$ cat src/logic/dowlt_pkg.sv
// dowlt_pkg: shared constants and types for the termination / write-leveling link.
// assumes one 250 MHz clock, clk_sys, on both ends; every ck count is a clk_sys edge.
package dowlt_pkg;

  // ----------------------------------------------------------------
  // clock and time conversions
  // ----------------------------------------------------------------
  localparam real CLK_PERIOD_NS                = 4.0;
  localparam real LEVEL_FEEDBACK_DELAY_NS      = 7.5;  // latest feedback after strobe
  localparam real LEVEL_FEEDBACK_SKEW_NS       = 2.0;  // spread among feedback bits
  localparam int  LEVEL_FEEDBACK_DELAY_RAW     = int'($floor(LEVEL_FEEDBACK_DELAY_NS
                                                             / CLK_PERIOD_NS));
  localparam int  LEVEL_FEEDBACK_SKEW_RAW      = int'($floor(LEVEL_FEEDBACK_SKEW_NS
                                                             / CLK_PERIOD_NS));
  // longest times round down, but never below one cycle
  localparam int  LEVEL_FEEDBACK_DELAY_CYC     = (LEVEL_FEEDBACK_DELAY_RAW < 1) ? 1
                                                 : LEVEL_FEEDBACK_DELAY_RAW;
  localparam int  LEVEL_FEEDBACK_SKEW_CYC      = (LEVEL_FEEDBACK_SKEW_RAW < 1) ? 1
                                                 : LEVEL_FEEDBACK_SKEW_RAW;

  // ----------------------------------------------------------------
  // counts in clock cycles
  // ----------------------------------------------------------------
  localparam int  TERM_HIGH_HOLD_LONG_BURST    = 6;
  localparam int  TERM_HIGH_HOLD_SHORT         = 4;
  localparam int  LEVEL_MODE_TO_FIRST_STROBE   = 40;
  localparam int  CHOP_RETURN_CK               = 4;   // added to turn-off latency
  localparam int  FULL_RETURN_CK               = 6;
  localparam int  TERM_LATENCY_SUB_CK          = 2;   // write latency minus this
  localparam real DYN_TERM_CHANGE_WINDOW_MIN   = 0.3; // fraction of a clock
  localparam real DYN_TERM_CHANGE_WINDOW_MAX   = 0.7;
  localparam int  CNT_W                        = 6;
  localparam int  ODT_HIST_W                   = 32;

  // ----------------------------------------------------------------
  // mode register layout and reset values
  // ----------------------------------------------------------------
  localparam int  ADDR_W                       = 12;
  localparam int  MR_CWL_LSB                   = 0;   // 4 bits
  localparam int  MR_AL_LSB                    = 4;   // 4 bits
  localparam int  MR_DYN_EN_BIT                = 8;
  localparam int  MR_LEVEL_EN_BIT              = 9;
  localparam int  WR_CHOP_BIT                  = 0;   // on a write command
  localparam logic [3:0] RESET_CWL             = 4'h5;
  localparam logic [3:0] RESET_AL              = 4'h0;

  typedef enum logic [1:0] {
    cmd_nop   = 2'h0,
    cmd_write = 2'h1,
    cmd_mrs   = 2'h2
  } dowlt_cmd_t;

  typedef enum logic [1:0] {
    term_off            = 2'h0,
    nominal_termination = 2'h1,
    write_termination   = 2'h2
  } dowlt_term_t;

endpackage : dowlt_pkg

$ cat src/logic/dowlt_link_if.sv
// dowlt_link_if: pins between controller and memory device.
// assumes both ends run on the same clk_sys; the bench resolves nothing, all pins are one-way.
interface dowlt_link_if #(parameter int DQ_W = 8);
  dowlt_pkg::dowlt_cmd_t            cmd;
  logic [dowlt_pkg::ADDR_W-1:0]     cmd_addr;
  logic                             odt;
  logic                             mem_ck;
  logic                             dqs;
  logic [DQ_W-1:0]                  dq_fb;
  logic                             dq_fb_oe_n;

  modport dev (
    input  cmd,
    input  cmd_addr,
    input  odt,
    input  mem_ck,
    input  dqs,
    output dq_fb,
    output dq_fb_oe_n
  );

  modport ctl (
    output cmd,
    output cmd_addr,
    output odt,
    output mem_ck,
    output dqs,
    input  dq_fb,
    input  dq_fb_oe_n
  );
endinterface : dowlt_link_if

$ cat src/logic/dowlt_device.sv
// dowlt_device: memory-side timing of termination and write leveling.
// assumes link signals come from logic on clk_sys, so they are sampled directly.
//
// Operation
// (RULE1) controller holds odt six cycles on full writes
// (RULE2) otherwise controller holds odt at least four cycles
// (RULE3) switch to write termination at latency minus two
// (RULE4) chop write: back after four plus turnoff latency
// (RULE5) full write: back after six plus turnoff latency
// (RULE6) termination change lands inside its change window
// (RULE7) first strobe at least forty cycles after enable
// (RULE8) leveling feedback within 7.5 ns of strobe
// (RULE9) feedback bits skew at most 2 ns
// (RULE10) time limits round: minimums up, maximums down
// (RULE11) clock limits count real clock edges only
// (RULE12) turnoff latency equals write latency minus two
// (RULE13) leveling samples clock level on strobe, echoes
module dowlt_device #(
  parameter int DQ_W = 8
) (
  input  wire logic                  clk_sys,
  input  wire logic                  arst_n,
  dowlt_link_if.dev                  link,
  output dowlt_pkg::dowlt_term_t     term_state,
  output logic                       term_change,
  output logic                       level_mode,
  output logic                       odt_hold_err,
  output logic                       level_early_err
);

  // ----------------------------------------------------------------
  // state
  // ----------------------------------------------------------------
  typedef struct packed {
    logic [3:0]                         cwl;
    logic [3:0]                         al;
    logic                               dyn_en;
    logic                               level_en;
    logic [dowlt_pkg::ODT_HIST_W-1:0]   odt_hist;
    logic                               wr_pend;
    logic [dowlt_pkg::CNT_W-1:0]        start_cnt;
    logic [dowlt_pkg::CNT_W-1:0]        end_cnt;
    logic                               wr_term;
    logic [dowlt_pkg::CNT_W-1:0]        odt_run;
    logic                               odt_run_full;
    logic                               odt_err;
    logic [dowlt_pkg::CNT_W-1:0]        lvl_wait;
    logic                               lvl_err;
    logic                               dqs_prev;
    logic                               ck_smp;
    logic [dowlt_pkg::CNT_W-1:0]        fb_cnt;
    logic [DQ_W-1:0]                    dq;
    logic                               dq_oe_n;
    dowlt_pkg::dowlt_term_t             term;
    logic                               term_chg;
  } dowlt_dev_st_t;

  localparam logic [dowlt_pkg::CNT_W-1:0] SUB_CK   =
    dowlt_pkg::CNT_W'(dowlt_pkg::TERM_LATENCY_SUB_CK);
  localparam logic [dowlt_pkg::CNT_W-1:0] CHOP_CK  =
    dowlt_pkg::CNT_W'(dowlt_pkg::CHOP_RETURN_CK);
  localparam logic [dowlt_pkg::CNT_W-1:0] FULL_CK  =
    dowlt_pkg::CNT_W'(dowlt_pkg::FULL_RETURN_CK);
  localparam logic [dowlt_pkg::CNT_W-1:0] HOLD_LONG  =
    dowlt_pkg::CNT_W'(dowlt_pkg::TERM_HIGH_HOLD_LONG_BURST);
  localparam logic [dowlt_pkg::CNT_W-1:0] HOLD_SHORT =
    dowlt_pkg::CNT_W'(dowlt_pkg::TERM_HIGH_HOLD_SHORT);
  localparam logic [dowlt_pkg::CNT_W-1:0] LVL_GAP  =
    dowlt_pkg::CNT_W'(dowlt_pkg::LEVEL_MODE_TO_FIRST_STROBE);
  localparam logic [dowlt_pkg::CNT_W-1:0] FB_CYC   =
    dowlt_pkg::CNT_W'(dowlt_pkg::LEVEL_FEEDBACK_DELAY_CYC);
  localparam logic [dowlt_pkg::CNT_W-1:0] CNT_MAX  = '1;

  dowlt_dev_st_t                st_ff;
  dowlt_dev_st_t                nxt_st;
  logic [dowlt_pkg::CNT_W-1:0]  write_lat;
  logic [dowlt_pkg::CNT_W-1:0]  term_lat;
  logic                         is_write;
  logic                         is_chop;
  logic                         dqs_rise;
  logic                         nominal_on;

  // ----------------------------------------------------------------
  // latencies and decoded link events
  // ----------------------------------------------------------------
  // cwl + al never drops under three with legal settings, so the index stays positive
  assign write_lat = dowlt_pkg::CNT_W'(st_ff.cwl) + dowlt_pkg::CNT_W'(st_ff.al);
  assign term_lat  = write_lat - SUB_CK;                            // [RULE12] [RULE3]
  assign is_write  = (link.cmd == dowlt_pkg::cmd_write);
  assign is_chop   = link.cmd_addr[dowlt_pkg::WR_CHOP_BIT];
  assign dqs_rise  = link.dqs & ~st_ff.dqs_prev;

  // ----------------------------------------------------------------
  // next state
  // ----------------------------------------------------------------
  always_comb begin
    nxt_st          = st_ff;
    nxt_st.term_chg = 1'b0;
    nxt_st.odt_err  = 1'b0;
    nxt_st.lvl_err  = 1'b0;
    nxt_st.dqs_prev = link.dqs;

    // odt history: bit k holds odt as sampled k+1 edges ago, one bit per clock edge
    nxt_st.odt_hist = {st_ff.odt_hist[dowlt_pkg::ODT_HIST_W-2:0], link.odt}; // [RULE11]

    // mode register write: latencies, dynamic termination and leveling enables
    if (link.cmd == dowlt_pkg::cmd_mrs) begin
      nxt_st.cwl      = link.cmd_addr[dowlt_pkg::MR_CWL_LSB +: 4];
      nxt_st.al       = link.cmd_addr[dowlt_pkg::MR_AL_LSB +: 4];
      nxt_st.dyn_en   = link.cmd_addr[dowlt_pkg::MR_DYN_EN_BIT];
      nxt_st.level_en = link.cmd_addr[dowlt_pkg::MR_LEVEL_EN_BIT];
      if (link.cmd_addr[dowlt_pkg::MR_LEVEL_EN_BIT] && !st_ff.level_en) begin
        nxt_st.lvl_wait = dowlt_pkg::CNT_W'(1);
      end
    end

    // edges since leveling was enabled, saturating
    if (st_ff.lvl_wait != '0 && st_ff.lvl_wait != CNT_MAX) begin
      nxt_st.lvl_wait = st_ff.lvl_wait + dowlt_pkg::CNT_W'(1);     // [RULE11]
    end

    // write-termination window countdowns; switching lands on the counted edge
    if (st_ff.wr_pend) begin
      if (st_ff.start_cnt <= dowlt_pkg::CNT_W'(1)) begin
        nxt_st.wr_term   = 1'b1;                                    // [RULE3]
        nxt_st.wr_pend   = 1'b0;
        nxt_st.start_cnt = '0;
      end else begin
        nxt_st.start_cnt = st_ff.start_cnt - dowlt_pkg::CNT_W'(1);
      end
    end
    if (st_ff.end_cnt != '0) begin
      if (st_ff.end_cnt == dowlt_pkg::CNT_W'(1)) begin
        nxt_st.wr_term = 1'b0;                                      // [RULE4] [RULE5]
      end
      nxt_st.end_cnt = st_ff.end_cnt - dowlt_pkg::CNT_W'(1);
    end

    // a new write keeps an earlier pending switch but always reloads the end from its own burst length
    if (is_write && st_ff.dyn_en) begin
      if (!st_ff.wr_pend && !st_ff.wr_term) begin
        nxt_st.wr_pend   = 1'b1;
        nxt_st.start_cnt = term_lat;                                // [RULE3]
      end
      nxt_st.end_cnt = (is_chop ? CHOP_CK : FULL_CK) + term_lat;    // [RULE4] [RULE5]
    end

    // watch the controller's odt pulse length; flags a short pulse on its fall
    if (link.odt) begin
      if (st_ff.odt_run != CNT_MAX) begin
        nxt_st.odt_run = st_ff.odt_run + dowlt_pkg::CNT_W'(1);
      end
      if (is_write && !is_chop) begin
        nxt_st.odt_run_full = 1'b1;
      end
    end else if (st_ff.odt_run != '0) begin
      nxt_st.odt_err      = st_ff.odt_run_full ? (st_ff.odt_run < HOLD_LONG)   // [RULE1]
                                               : (st_ff.odt_run < HOLD_SHORT); // [RULE2]
      nxt_st.odt_run      = '0;
      nxt_st.odt_run_full = 1'b0;
    end

    // termination select: nominal follows odt by the turn-on/off latency
    nominal_on = nxt_st.odt_hist[term_lat[4:0]];                    // [RULE12]
    if (nxt_st.wr_term && nominal_on) begin
      nxt_st.term = dowlt_pkg::write_termination;
    end else if (nominal_on) begin
      nxt_st.term = dowlt_pkg::nominal_termination;
    end else begin
      nxt_st.term = dowlt_pkg::term_off;
    end
    // change is registered on the reference edge, mid-window in analog terms
    nxt_st.term_chg = (nxt_st.term != st_ff.term);                  // [RULE6]

    // leveling feedback: counted out from the strobe, all bits on one edge
    if (st_ff.fb_cnt != '0) begin
      if (st_ff.fb_cnt == dowlt_pkg::CNT_W'(1)) begin
        nxt_st.dq = {DQ_W{st_ff.ck_smp}};                           // [RULE8] [RULE9]
      end
      nxt_st.fb_cnt = st_ff.fb_cnt - dowlt_pkg::CNT_W'(1);
    end
    if (st_ff.level_en && dqs_rise) begin
      nxt_st.ck_smp  = link.mem_ck;                                 // [RULE13]
      nxt_st.fb_cnt  = FB_CYC;                                      // [RULE10]
      nxt_st.lvl_err = (st_ff.lvl_wait < LVL_GAP);                  // [RULE7]
    end

    // data lines only driven while leveling; low enable means driving
    nxt_st.dq_oe_n = ~nxt_st.level_en;
    if (!nxt_st.level_en) begin
      nxt_st.dq     = '0;
      nxt_st.fb_cnt = '0;
    end
  end

  // ----------------------------------------------------------------
  // state register
  // ----------------------------------------------------------------
  always_ff @(posedge clk_sys or negedge arst_n) begin
    if (!arst_n) begin
      st_ff          <= '0;
      st_ff.cwl      <= dowlt_pkg::RESET_CWL;
      st_ff.al       <= dowlt_pkg::RESET_AL;
      st_ff.dq_oe_n  <= 1'b1;
      st_ff.term     <= dowlt_pkg::term_off;
    end else begin
      st_ff <= nxt_st;
    end
  end

  // ----------------------------------------------------------------
  // outputs, all straight from the state register
  // ----------------------------------------------------------------
  assign link.dq_fb      = st_ff.dq;
  assign link.dq_fb_oe_n = st_ff.dq_oe_n;
  assign term_state      = st_ff.term;
  assign term_change     = st_ff.term_chg;
  assign level_mode      = st_ff.level_en;
  assign odt_hold_err    = st_ff.odt_err;
  assign level_early_err = st_ff.lvl_err;

endmodule : dowlt_device

$ cat src/flat_wrapper.sv
// flat-port wrapper written by rule: the top's interface ports become plain ports
module dowlt_device_flat 
#(
  parameter int DQ_W = 8
)
  (clk_sys, arst_n, term_state, term_change, level_mode, odt_hold_err, level_early_err, link_cmd, link_cmd_addr, link_odt, link_mem_ck, link_dqs, link_dq_fb, link_dq_fb_oe_n);
  dowlt_link_if #(.DQ_W(DQ_W)) link_i ();
  input  wire logic clk_sys;
  input  wire logic arst_n;
  output dowlt_pkg::dowlt_term_t term_state;
  output logic term_change;
  output logic level_mode;
  output logic odt_hold_err;
  output logic level_early_err;
  input wire logic [$bits(link_i.cmd)-1:0] link_cmd;
  input wire logic [$bits(link_i.cmd_addr)-1:0] link_cmd_addr;
  input wire logic [$bits(link_i.odt)-1:0] link_odt;
  input wire logic [$bits(link_i.mem_ck)-1:0] link_mem_ck;
  input wire logic [$bits(link_i.dqs)-1:0] link_dqs;
  output wire logic [$bits(link_i.dq_fb)-1:0] link_dq_fb;
  output wire logic [$bits(link_i.dq_fb_oe_n)-1:0] link_dq_fb_oe_n;
  assign link_i.cmd = link_cmd;
  assign link_i.cmd_addr = link_cmd_addr;
  assign link_i.odt = link_odt;
  assign link_i.mem_ck = link_mem_ck;
  assign link_i.dqs = link_dqs;
  assign link_dq_fb = link_i.dq_fb;
  assign link_dq_fb_oe_n = link_i.dq_fb_oe_n;
  dowlt_device #(.DQ_W(DQ_W)) u_core (.clk_sys(clk_sys), .arst_n(arst_n), .link(link_i), .term_state(term_state), .term_change(term_change), .level_mode(level_mode), .odt_hold_err(odt_hold_err), .level_early_err(level_early_err));
endmodule
$ cat config.mk
export PLATFORM = sky130hd
export DESIGN_NAME = dowlt_device_flat
export DESIGN_NICKNAME = d
export VERILOG_FILES = /design/src/logic/dowlt_pkg.sv /design/src/logic/dowlt_link_if.sv /design/src/logic/dowlt_device.sv /design/src/flat_wrapper.sv
export SDC_FILE = /design/constraint.sdc
export NUM_CORES = 1
export LEC_CHECK = 0
export ABC_AREA = 0
export BUFFER_PORTS_ARGS = -buffer_cell sky130_fd_sc_hd__buf_2
export CORE_MARGIN = 1.5
export CORE_UTILIZATION = 29
export CTS_BUF_LIST = sky130_fd_sc_hd__clkbuf_16
export DETAILED_ROUTE_END_ITERATION = 10
export GPL_TIMING_DRIVEN = 0
export PLACE_DENSITY = 0.41
export SYNTH_ARGS = -nofsm -noshare
export SYNTH_HDL_FRONTEND = slang
export SYNTH_SLANG_ARGS = --single-unit
$ cat constraint.sdc
create_clock -name clk_sys -period 8.2 [get_ports clk_sys]
set_input_delay 1.64 -clock clk_sys [delete_from_list [all_inputs] [get_ports clk_sys]]
set_output_delay 1.64 -clock clk_sys [all_outputs]
set_load 0.05 [all_outputs]
==> results.md <==
* RSZ-0062 raised after global routing: false
* Clk buf depth at 2
* #FFs+latches synth at 83
* Crit path arrival time at 3.70 ns
* Cell area power density at 344.8 nW/um2
* CTS tree: done
* H-Tree Depth at 3
* Status: complete, no violations
* Hpwl dp at 5.394 mm
* Initial antenna violation count at 0
* CP bufs+invs at 3
* Crit path max-delay family: adder cells
* Netlist cell types at 56
* Die height at 120.1 um
* Fin. max-slew vios at 0
* WL/cell at 13.49 um
* Initial Utilization at 29.93%
* Synthesized cell area at 3979 um2
* GPL Wtd Cong at 0.7542
* Required time worst endpoint at 8.41 ns
* Clock transition at path regs at 0.06 ns
* Primary FF master, synth: dfrtp_1
* # DRC at 0
* Nets at 414
* Ys async rst share at 100.0%
* Min-delay src: u_core.nxt_st[73]$_DFF_PN0_
* Final Critical Period at 3.483 ns
* Vias per cell at 4.556
* Commonest cells after routing, fill and taps aside: dfrtp_1, buf_2, nor2_1
* Resized cells post-CTS at 0
* Mapped Nets at 371
* Worst-skew pair later-pin latency at 0.34 ns
* Initial DRC count at 139
* Critical path startpoint: u_core.st_ff[83]$_DFFE_PN0P_
* # Max-Cap Violations at 0
* Critical path class: reg -> reg
* Fin Setup TNS at 0 ns
* Top Ports at 34
* Hold WC Path Type: reg -> reg
* Area after DPL at 4384 um2
* Postcts setup bufs at 0
* Place WS at 4.690 ns
* Worst R2R Start: u_core.st_ff[83]$_DFFE_PN0P_
* Largest net degree at the start of global routing at 45
* CP max stage delay at 0.53 ns
* Final hold vios at 0
* Final instance area at 4637 um2
* First-pass GRT wire length at 13.08 mm
* Post-Syn Instances at 334
* Clk Tree Root Cell: clkbuf_16
* Final setup viols at 0
* Iteration count of the initial detailed-routing pass at 4
* Post-cts hold buffer count at 0
* Most common cell after layout, fill and taps aside: dfrtp_1
* Synthesis-to-finish area growth at 16.54%
* Peak supply drop at 0.1356 mV
* Max transition margin at 55.47%
* Antenna diodes at 0
* Ys Warns at 0
* Fin Clk Skew at 0.005729 ns
* CTS Sinks at 83
* Cts bufs inserted at 9
* Routed via count at 2542
* Core region area at 13300 um2
* Number of buffers added on ports at 31
* DRT antenna net count at 0
* Max frequency at 0.2871 GHz
* Hold WS at 0.3677 ns
* Die X at 120.1 um
* Share of cells above drive strength 1 at 21.73%
* Vias in the first global route at 2582
* Crit-path max FO at 10
* Die footprint at 14430 um2
* Crit start category: flip-flop
* Slew at the pin with the worst max-slew slack at 0.6680 ns
* Leak at 2.135 nW
* Critical Path, Cell by Cell: ha_1 -> fa_1 -> buf_2 -> inv_1 -> ha_1 -> xnor2_1 -> a21oi_1 -> or2_0 -> buf_2 -> a2111o_1 -> a2111oi_2 -> a211oi_2
* Tcrit/Tclk final at 42.47%
* Slowest stage cell, crit path: fa_1
* Num rows at 42
* Synthesized area per cell at 11.91 um2
* Sequential area share after synthesis at 52.30%
* EDFF count, synth at 0
* Tot GR Track Use at 11.85%
* Final Util at 34.88%
* Final worst slack at 4.717 ns
* Remaining global-route overflow at 0
* Total Wirelength at 7.526 mm
* Critical Path Sink Type: flip-flop
## stage by stage
| stage | instances | power (W) |
|---|---|---|
| floorplan | 334 | 0.001113 |
| global placement | 541 | 0.001259 |
| detailed placement | 542 | 0.001262 |
| CTS | 558 | 0.001629 |
| global route | 558 | 0.001736 |
| finish | 558 | 0.001599 |
## cell usage after synthesis (all sizes together) (2+ instances only)
cell type	n	area share, %
dfstp	3	2.0
dfrtp	80	50
a211oi	2	0.50
a2111oi	2	0.75
xnor2	10	2.2
nor3	10	1.3
and3	3	0.60
nand3b	2	0.38
and2	3	0.47
nand2b	4	0.63
nand2	18	1.7
o21ai	11	1.4
nor2b	4	0.63
a31oi	4	0.63
a21oi	14	1.9
mux2i	8	2.0
or3	3	0.47
ha	17	5.3
nor4	2	0.31
nor2	26	2.5
or2	2	0.31
xor2	10	2.2
mux4	8	5.3
clkbuf	2	0.19
inv	21	2.0
o22ai	3	0.47
buf	15	3.0
mux2	13	3.7
nand3	13	1.8
o21a	3	0.57
nor3b	3	0.69
## layout make-up
| cell class | count | area [um2] |
|---|---|---|
| inverter | 21 | 78.83 |
| buffer | 17 | 127.6 |
| tap | 176 | 220.2 |
| clock inverter | 7 | 27.53 |
| multi-input combinational | 213 | 1692 |
| sequential | 83 | 2081 |
| timing repair buffer | 32 | 185.2 |
| fill | 1316 | 8658 |
| clock buffer | 9 | 225.2 |
## state kept, by name (all words and copies together), names as in the netlist
name                    flops
u_core.nxt_st              31
u_core.term_change          1
u_core.link.dq_fb_oe_n      1
u_core.odt_hold_err         1
u_core.link.dq_fb           1
u_core.level_mode           1
u_core.level_early_err      1
u_core.st_ff               44
u_core.term_state           2
## cell families (layout without fill, tap and decap cells)
family,count (synthesis),in the layout,synth area share [%]
AOI/OAI and AO/OA,46,46,8.050
xor gates and xnor gates,20,20,4.402
adders and majority gates,18,18,5.849
buffers and inverters,38,86,5.189
DFF,83,83,52.30
muxes,29,29,10.97
and+or+nand+nor,100,100,13.24
## path summary, 6_finish.rpt
kind                                                   to  slack, ns  cells past startpoint
min in group asynchronous  u_core.term_state[0]$_DFF_PN0_       1.28                      1
max                          u_core.term_change$_DFF_PN0_       4.72                     12
max reg2reg                  u_core.term_change$_DFF_PN0_       4.72                     12
min                           u_core.nxt_st[74]$_DFF_PN0_       0.37                      0
max in group asynchronous    u_core.st_ff[87]$_DFFE_PN1P_       6.26                      2
min reg2reg                   u_core.nxt_st[74]$_DFF_PN0_       0.37                      0
## per-layer routing
layer / vias to the layer above / part of all wire (%) / GRT usage [%] / wire [um]
met5: - / 0 / 0 / 0
met1: 1249 / 52 / 16.53 / 3885
met4: 0 / 2.3 / 5.804 / 170
met3: 14 / 2.8 / 3.184 / 209
met2: 29 / 43 / 16.89 / 3262
li1: 1250 / - / - / -
## power by group
group	internal [W]	switching, W	leakage [nW]	total [W]
clock network	0.000198	0.000154	0.132	0.000351
logic	0.000299	0.000359	1.00	0.000657
registers	0.000506	0.0000842	1.00	0.000590
total	0.00100	0.000596	2.14	0.00160
Note: power is estimated with default switching activity, not from simulation.
